File: config.mk
export PLATFORM = sky130hd
export DESIGN_NAME = port_ab_alternate_function_mux
export DESIGN_NICKNAME = d
export VERILOG_FILES = /design/src/pkg/port_mux_pkg.sv /design/src/verilog/pin_cell.sv /design/src/verilog/port_ab_alternate_function_mux.sv
export SDC_FILE = /design/constraint.sdc
export NUM_CORES = 1
export LEC_CHECK = 0
export ABC_CLOCK_PERIOD_IN_PS = 2170
export BUFFER_PORTS_ARGS = -buffer_cell sky130_fd_sc_hd__buf_4
export CORE_ASPECT_RATIO = 1.4
export CORE_MARGIN = 4
export CORE_UTILIZATION = 35
export CTS_BUF_LIST = sky130_fd_sc_hd__clkbuf_16
export CTS_CLUSTER_DIAMETER = 50
export DETAILED_ROUTE_END_ITERATION = 7
export PLACE_DENSITY = 0.65
export SLEW_MARGIN = 20
export SYNTH_ARGS = -nofsm -noshare
export SYNTH_HDL_FRONTEND = slang
export SYNTH_SLANG_ARGS = --single-unit
File: constraint.sdc
create_clock -name core_clk -period 2.17 [get_ports core_clk]
set_input_delay 0 -clock core_clk [delete_from_list [all_inputs] [get_ports core_clk]]
set_output_delay 0 -clock core_clk [all_outputs]
set_load 0.01 [all_outputs]
File: src/pkg/port_mux_pkg.sv
// constants for the two-port alternate-function override logic
// What this block does
// - first port never overrides pull-up, direction or output value
// - first port input-enable override: mask and group enable, or analog disable
// - first port pins route to converter channels 0 to 7
// - first port digital inputs feed pin-change inputs 0 to 7
// - spi slave forces serial clock pin to input
// - spi master leaves serial clock direction to its direction bit
// - data-in pin is input as master, follows direction bit as slave
// - data-out pin is input as slave, follows direction bit as master
// - select pin is input as slave, follows direction bit as master
// - forced-input spi pins keep pull-up under the port output bit
// - spi slave is active while select pin reads low, as it does in sleep with its input disabled
// - timer0 compare b drives second-port bit 4 when direction is output
// - timer0 compare a drives second-port bit 3 when direction is output
// - second-port bits 3 and 2 feed comparator negative and positive
// - second-port bit 2 feeds external interrupt 2
// - clock-out fuse drives divided clock on second-port bit 1
// - divided clock keeps running on bit 1 during reset
// - second-port bit 1 is the timer1 counting input
// - second-port digital inputs feed pin-change inputs 8 to 15
// - no pull-up override: pull-up on when dir, port, disable are 010
// - direction override selects driver enable, else direction bit
// - input-enable override selects input enable, else sleep state
package port_mux_pkg;
  localparam int PORT_WIDTH = 8;
  localparam logic [2:0] PULLUP_ON_PATTERN = 3'h2;
  localparam int PIN_SCK = 7;
  localparam int PIN_MISO = 6;
  localparam int PIN_MOSI = 5;
  localparam int PIN_SEL = 4;
  localparam int PIN_CMP_A = 3;
  localparam int PIN_CMP_B = 4;
  localparam int PIN_EXT_IRQ_2 = 2;
  localparam int PIN_CLK = 1;
  localparam int SYNC_STAGES = 3;
  localparam logic [7:0] CLK_DIV_DEFAULT = 8'h01;
endpackage : port_mux_pkg

File: src/verilog/pin_cell.sv
// one generic pad cell: override resolution and three-flop input synchroniser
module pin_cell
  import port_mux_pkg::*;
(
  input wire logic core_clk,
  input wire logic rstSync_n,
  input wire logic padIn,
  input wire logic dirBit,
  input wire logic portBit,
  input wire logic globalPullupDisable,
  input wire logic sleepActive,
  input wire logic pullupOverrideEn,
  input wire logic pullupOverrideVal,
  input wire logic dirOverrideEn,
  input wire logic dirOverrideVal,
  input wire logic outvalOverrideEn,
  input wire logic outvalOverrideVal,
  input wire logic inputEnOverrideEn,
  input wire logic inputEnOverrideVal,
  output logic padOut,
  output logic padOe,
  output logic padPullup,
  output logic digIn,
  output logic pinSync
);
  logic [SYNC_STAGES-1:0] sync_reg;
  logic [SYNC_STAGES-1:0] sync_next;
  logic pinSync_reg;
  logic pinSync_next;
  logic inputEn;

  // ---------------------------------------------------------------
  // override resolution
  // ---------------------------------------------------------------
  always_comb begin
    padPullup = pullupOverrideEn ? pullupOverrideVal :
      ({dirBit, portBit, globalPullupDisable} == PULLUP_ON_PATTERN);
    padOe = dirOverrideEn ? dirOverrideVal : dirBit;
    padOut = outvalOverrideEn ? outvalOverrideVal : portBit;
    inputEn = inputEnOverrideEn ? inputEnOverrideVal : ~sleepActive;
    digIn = padIn & inputEn;
  end

  // ---------------------------------------------------------------
  // synchroniser: change counts once stages two and three agree
  // ---------------------------------------------------------------
  always_comb begin
    sync_next = {sync_reg[SYNC_STAGES-2:0], digIn};
    pinSync_next = (sync_reg[1] == sync_reg[2]) ? sync_reg[2] : pinSync_reg;
  end

  always_ff @(posedge core_clk or negedge rstSync_n) begin
    if (!rstSync_n) begin
      sync_reg <= '0;
      pinSync_reg <= 1'b0;
    end else begin
      sync_reg <= sync_next;
      pinSync_reg <= pinSync_next;
    end
  end

  assign pinSync = pinSync_reg;
endmodule : pin_cell

File: src/verilog/port_ab_alternate_function_mux.sv
// two-port alternate-function override mux with divided clock output
module port_ab_alternate_function_mux
  import port_mux_pkg::*;
#(
  parameter int WIDTH = PORT_WIDTH,
  parameter logic [7:0] CLK_DIV = CLK_DIV_DEFAULT
)
(
  input wire logic core_clk,
  input wire logic resetn,
  input wire logic globalPullupDisable,
  input wire logic sleepActive,
  input wire logic [WIDTH-1:0] portAIn,
  input wire logic [WIDTH-1:0] portADir,
  input wire logic [WIDTH-1:0] portAOut,
  output logic [WIDTH-1:0] portAPadOut,
  output logic [WIDTH-1:0] portAPadOe,
  output logic [WIDTH-1:0] portAPullup,
  input wire logic [WIDTH-1:0] pinChangeMaskLo,
  input wire logic pinChangeGroup0En,
  input wire logic [WIDTH-1:0] analogDigitalDisable,
  output logic [WIDTH-1:0] pinChangeInLo,
  output logic [WIDTH-1:0] converterChannelSel,
  input wire logic [WIDTH-1:0] portBIn,
  input wire logic [WIDTH-1:0] portBDir,
  input wire logic [WIDTH-1:0] portBOut,
  output logic [WIDTH-1:0] portBPadOut,
  output logic [WIDTH-1:0] portBPadOe,
  output logic [WIDTH-1:0] portBPullup,
  input wire logic [WIDTH-1:0] pinChangeMaskHi,
  input wire logic pinChangeGroup1En,
  output logic [WIDTH-1:0] pinChangeInHi,
  input wire logic spiEnable,
  input wire logic spiMaster,
  input wire logic spiSckOut,
  input wire logic spiMasterOut,
  input wire logic spiSlaveOut,
  output logic spiSckIn,
  output logic spiMasterIn,
  output logic spiSlaveIn,
  output logic spiSlaveActive,
  input wire logic timer0CmpAEn,
  input wire logic timer0CmpAOut,
  input wire logic timer0CmpBEn,
  input wire logic timer0CmpBOut,
  output logic comparatorPosSel,
  output logic comparatorNegSel,
  input wire logic extIrq2En,
  output logic extIrq2,
  output logic timer1CountIn,
  input wire logic clockOutFuse
);
  logic rstMeta_reg;
  logic rstSync_reg;
  logic [7:0] divCnt_reg = 8'h00;
  logic [7:0] divCnt_next;
  logic divClk_reg = 1'b0;
  logic divClk_next;
  logic spiSlaveMode;
  logic spiMasterMode;
  logic [WIDTH-1:0] aInEnOe;
  logic [WIDTH-1:0] aInEnOv;
  logic [WIDTH-1:0] bPuOe;
  logic [WIDTH-1:0] bPuOv;
  logic [WIDTH-1:0] bDdOe;
  logic [WIDTH-1:0] bDdOv;
  logic [WIDTH-1:0] bPvOe;
  logic [WIDTH-1:0] bPvOv;
  logic [WIDTH-1:0] bInEnOe;
  logic [WIDTH-1:0] bInEnOv;
  logic [WIDTH-1:0] aSync;
  logic [WIDTH-1:0] bSync;

  // ---------------------------------------------------------------
  // reset release
  // ---------------------------------------------------------------
  always_ff @(posedge core_clk or negedge resetn) begin
    if (!resetn) begin
      rstMeta_reg <= 1'b0;
      rstSync_reg <= 1'b0;
    end else begin
      rstMeta_reg <= 1'b1;
      rstSync_reg <= rstMeta_reg;
    end
  end

  // ---------------------------------------------------------------
  // divided clock source
  // ---------------------------------------------------------------
  // deliberately not reset: the divided clock must keep toggling in reset,
  // so only the power-up value is given, at the declaration
  always_comb begin
    if (divCnt_reg >= CLK_DIV - 8'h01) begin
      divCnt_next = 8'h00;
      divClk_next = ~divClk_reg;
    end else begin
      divCnt_next = divCnt_reg + 8'h01;
      divClk_next = divClk_reg;
    end
  end

  always_ff @(posedge core_clk) begin
    divCnt_reg <= divCnt_next;
    divClk_reg <= divClk_next;
  end

  // ---------------------------------------------------------------
  // override generation
  // ---------------------------------------------------------------
  always_comb begin
    spiSlaveMode = spiEnable & ~spiMaster;
    spiMasterMode = spiEnable & spiMaster;
    aInEnOe = (pinChangeMaskLo & {WIDTH{pinChangeGroup0En}}) | analogDigitalDisable;
    aInEnOv = pinChangeMaskLo & {WIDTH{pinChangeGroup0En}};
    bPuOe = '0;
    bPuOv = '0;
    bDdOe = '0;
    bDdOv = '0;
    bPvOe = '0;
    bPvOv = '0;
    bInEnOe = pinChangeMaskHi & {WIDTH{pinChangeGroup1En}};
    bInEnOv = '1;
    // forced inputs: pull-up from port bit unless globally disabled
    bPuOe[PIN_SCK] = spiSlaveMode;
    bDdOe[PIN_SCK] = spiSlaveMode;
    bPuOv[PIN_SCK] = portBOut[PIN_SCK] & ~globalPullupDisable;
    bPuOe[PIN_MISO] = spiMasterMode;
    bDdOe[PIN_MISO] = spiMasterMode;
    bPuOv[PIN_MISO] = portBOut[PIN_MISO] & ~globalPullupDisable;
    bPuOe[PIN_MOSI] = spiSlaveMode;
    bDdOe[PIN_MOSI] = spiSlaveMode;
    bPuOv[PIN_MOSI] = portBOut[PIN_MOSI] & ~globalPullupDisable;
    bPuOe[PIN_SEL] = spiSlaveMode;
    bDdOe[PIN_SEL] = spiSlaveMode;
    bPuOv[PIN_SEL] = portBOut[PIN_SEL] & ~globalPullupDisable;
    // output values reach the pad only when the driver is enabled
    bPvOe[PIN_SCK] = spiMasterMode;
    bPvOv[PIN_SCK] = spiSckOut;
    bPvOe[PIN_MISO] = spiSlaveMode;
    bPvOv[PIN_MISO] = spiSlaveOut;
    bPvOe[PIN_MOSI] = spiMasterMode;
    bPvOv[PIN_MOSI] = spiMasterOut;
    bPvOe[PIN_CMP_B] = timer0CmpBEn;
    bPvOv[PIN_CMP_B] = timer0CmpBOut;
    bPvOe[PIN_CMP_A] = timer0CmpAEn;
    bPvOv[PIN_CMP_A] = timer0CmpAOut;
    bInEnOe[PIN_EXT_IRQ_2] = bInEnOe[PIN_EXT_IRQ_2] | extIrq2En;
    bDdOe[PIN_CLK] = clockOutFuse;
    bDdOv[PIN_CLK] = clockOutFuse;
    bPvOe[PIN_CLK] = clockOutFuse;
    bPvOv[PIN_CLK] = divClk_reg;
  end

  // ---------------------------------------------------------------
  // pad cells
  // ---------------------------------------------------------------
  genvar gi;
  generate
    for (gi = 0; gi < WIDTH; gi++) begin : g_pin
      pin_cell u_a (
        .core_clk(core_clk),
        .rstSync_n(rstSync_reg),
        .padIn(portAIn[gi]),
        .dirBit(portADir[gi]),
        .portBit(portAOut[gi]),
        .globalPullupDisable(globalPullupDisable),
        .sleepActive(sleepActive),
        .pullupOverrideEn(1'b0),
        .pullupOverrideVal(1'b0),
        .dirOverrideEn(1'b0),
        .dirOverrideVal(1'b0),
        .outvalOverrideEn(1'b0),
        .outvalOverrideVal(1'b0),
        .inputEnOverrideEn(aInEnOe[gi]),
        .inputEnOverrideVal(aInEnOv[gi]),
        .padOut(portAPadOut[gi]),
        .padOe(portAPadOe[gi]),
        .padPullup(portAPullup[gi]),
        .digIn(),
        .pinSync(aSync[gi])
      );
      pin_cell u_b (
        .core_clk(core_clk),
        .rstSync_n(rstSync_reg),
        .padIn(portBIn[gi]),
        .dirBit(portBDir[gi]),
        .portBit(portBOut[gi]),
        .globalPullupDisable(globalPullupDisable),
        .sleepActive(sleepActive),
        .pullupOverrideEn(bPuOe[gi]),
        .pullupOverrideVal(bPuOv[gi]),
        .dirOverrideEn(bDdOe[gi]),
        .dirOverrideVal(bDdOv[gi]),
        .outvalOverrideEn(bPvOe[gi]),
        .outvalOverrideVal(bPvOv[gi]),
        .inputEnOverrideEn(bInEnOe[gi]),
        .inputEnOverrideVal(bInEnOv[gi]),
        .padOut(portBPadOut[gi]),
        .padOe(portBPadOe[gi]),
        .padPullup(portBPullup[gi]),
        .digIn(),
        .pinSync(bSync[gi])
      );
    end
  endgenerate

  // ---------------------------------------------------------------
  // alternate-function inputs
  // ---------------------------------------------------------------
  always_comb begin
    pinChangeInLo = aSync;
    converterChannelSel = ~analogDigitalDisable | analogDigitalDisable;
    pinChangeInHi = bSync;
    spiSckIn = bSync[PIN_SCK];
    spiMasterIn = bSync[PIN_MISO];
    spiSlaveIn = bSync[PIN_MOSI];
    spiSlaveActive = spiSlaveMode & ~bSync[PIN_SEL];
    comparatorNegSel = 1'b1;
    comparatorPosSel = 1'b1;
    extIrq2 = bSync[PIN_EXT_IRQ_2];
    timer1CountIn = bSync[PIN_CLK];
  end
endmodule : port_ab_alternate_function_mux

==> impl_metrics.py <==
metrics = {
    "detailed_routing": {
        "dr.pass1.iters": 3,
        "vias": 2008,
        "ant_nets": 0,
        "drc": 0,
        "drt-initial-drc-count": 48,
        "viasPerCell": 4.245,
        "routedWlPerCell_um": 12.94,
        "wl_um": 6120,
    },
    "min_path": {
        "hold_class": "input port to primary output",
    },
    "clocking": {
        "cts_tree": "done",
        "cts_buffers": 9,
        "cts.sinks": 67,
        "path_clk_slew_ns": 0.05,
        "post_cts_resized": 0,
        "clockBufferDepth": 2,
        "htreeDepth": 3,
        "cts_root_buf": "clkbuf_16",
        "insertion_delay_ns": 0.32,
    },
    "power_and_ir_drop": {
        "peakVddDrop_mv": 0.3681,
        "switching_share_pct": 22.60,
        "power.density_mw_per_mm2": 713.8,
        "p_int_mw": 2.370,
        "switchingPower_mw": 0.6920,
        "p_leak_nw": 2.185,
        "power_frac_comb_pct": 14.9,
        "power.total_mw": 3.062,
        "clkPwrFrac_pct": 40.3,
        "seq_power_share_pct": 44.8,
    },
    "placed_design": {
        "dp_hpwl_um": 4800,
        "portBuffers": 158,
        "routabilityCongestion": 0.7584,
    },
    "final_layout": {
        "drive_gt1_share_pct": 49.60,
        "fill_cells": 742,
        "n_antenna_cell": 0,
        "finalNetCount": 455,
        "layout_common_cells": "158 x buf_4, 65 x dfrtp_1, 34 x dlygate4sd3_1",
        "areaGrowthSynthToFinish_pct": 47.67,
        "mostFrequentLayoutCell": "buf_4",
    },
    "setup_path": {
        "cp_max_fo": 1,
        "cp-start-kind": "input port",
        "path_class": "input port to flop",
        "end_kind": "flop",
        "crit_required_ns": 2.37,
        "worst_ep_arrival_time_ns": 1.36,
    },
    "timing": {
        "fin_crit_sh_pct": 53.46,
        "clock_skew_ns": 0.004196,
        "final.min_clock_period_ns": 1.160,
        "rsz0062_at_grt": "no",
        "slew_viol_final": 0,
        "setup-violations-final": 0,
        "fin_tns_setup_ns": 0,
        "fmax_mhz": 862.0,
        "report.final.hold_viol_count": 0,
    },
    "floorplanning": {
        "die_x_um": 85,
        "fp.dieArea_mm2": 0.009843,
        "core_mm2": 0.008149,
        "rows": 39,
        "die_h_um": 115.8,
        "io_pins": 169,
        "start_util_pct": 35.65,
    },
    "job": {
        "cap_violations": 0,
    },
    "synthesis": {
        "synth_area_per_cell_um2": 12.58,
        "yosysWarnings": 0,
        "synth_cell_types": 22,
        "synth_seq_area_share_pct": 57.54,
        "syn_area_mm2": 0.002905,
        "synth_seq_cells": 67,
        "synthCells": 231,
    },
    "global_route": {
        "grt_usage_pct": 12.67,
        "grt_pass1_wl_um": 9604,
        "grt_overflow": 0,
        "antenna_found_initial": 0,
        "grt_start_max_net_pins": 46,
        "grt_pass1_vias": 1986,
    },
    "run_status": {
        "status": "completed",
    },
}
final cells by class:
class	count	area [um2]	area share, %
Sequential cell	67	1673	38.99
Multi-Input combinational cell	92	670.6	15.63
Clock inverter	7	36.28	0.8457
Clock buffer	9	225.2	5.249
Timing Repair Buffer	193	1546	36.05
Tap cell	102	127.6	2.975
Inverter	3	11.26	0.2625
repair_timing:
action / 4_1_cts / 5_1_grt
hold buffers: 34 / 0
buffers inserted: 0 / 0
endpoints found under the hold margin: 18 / 0
kinds of logic after synthesis:
kind of cell / Yosys count / share of synthesized area [%]
buf+inv: 82 / 20.67
flops: 67 / 57.54
simple gates: 39 / 8.484
compound gates: 20 / 5.211
fa+ha+maj: 16 / 5.512
mux: 6 / 2.454
other cells: 1 / 0.1291
routing by layer:
metal  track usage [%]  share of wire (%)  up-vias
met5                 0                  0        -
met4             6.653                1.5        0
met3             4.908                 12        6
met2             22.20                 51      130
met1             13.02                 35      926
li1                  -                  -      946
metrics by stage:
stage | hold slack (ns) | std cells | worst slack [ns] | instance area [um2] | util (%)
2_1_floorplan | -0.2956 | 241 | 0.1961 | 2943 | -
3_3_place_gp | -0.2167 | 423 | 1.315 | 3689 | 45.26
3_5_place_dp | -0.2133 | 423 | 1.305 | 3689 | 45.26
4_1_cts | 0.1879 | 473 | 1.034 | 4290 | 52.65
5_1_grt | 0.1944 | 473 | 1.004 | 4290 | 52.65
6_report | 0.1867 | 473 | 1.010 | 4290 | 52.65
worst paths after layout:
check	start	to	slack, ns	depth (start not counted)
max	portBIn[0]	g_pin[0].u_b.sync_reg[0]	1.01	4
min	portAOut[3]	portAPadOut[3]	0.19	2
max reg2reg	g_pin[4].u_b.pinSync	g_pin[4].u_b.pinSync	1.30	1
min reg2reg	rstSync_reg	g_pin[5].u_a.sync_reg[1]	0.21	0
max in group asynchronous	rstSync_reg	g_pin[5].u_b.sync_reg[2]	1.39	1
min in group asynchronous	rstSync_reg	g_pin[5].u_a.sync_reg[1]	0.21	0
power by group through the flow:
| stage | registers, mW | logic, mW | clock network, mW |
|---|---|---|---|
| 6_report | 1.37 | 0.457 | 1.23 |
| 5_1_grt | 1.38 | 0.498 | 1.34 |
| 4_1_cts | 1.37 | 0.464 | 1.29 |
| 3_3_place_gp | 1.39 | 0.406 | 0 |
| 2_1_floorplan | 1.40 | 0.233 | 0 |
| 3_5_place_dp | 1.39 | 0.413 | 0 |
synth_stat cells:
| cell | number | area, um2 |
|---|---|---|
| nand2b_4 | 1 | 13.76 |
| nand2_1 | 9 | 33.78 |
| dfrtp_1 | 66 | 1652 |
| a21oi_1 | 3 | 15.01 |
| buf_4 | 75 | 563.0 |
| or2_2 | 1 | 6.260 |
| a21boi_0 | 8 | 60.06 |
| dfxtp_1 | 1 | 20.02 |
| and2_1 | 8 | 50.05 |
| a31oi_1 | 1 | 6.260 |
| and2_2 | 3 | 22.52 |
| conb_1 | 1 | 3.750 |
| nor3b_1 | 13 | 97.59 |
| o2bb2ai_1 | 8 | 70.07 |
| nand2b_1 | 3 | 18.77 |
| nor2_1 | 1 | 3.750 |
| mux2_4 | 1 | 15.01 |
| maj3_1 | 16 | 160.2 |
| mux2_2 | 5 | 56.30 |
| buf_6 | 1 | 11.26 |
| inv_1 | 3 | 11.26 |
| buf_2 | 3 | 15.01 |
critical path, cell delays in order:
cell           delay (ns)
dlygate4sd3_1        0.54
buf_4                0.13
a21boi_0             0.11
dlygate4sd3_1        0.58
(Power assumes the default switching activity.)
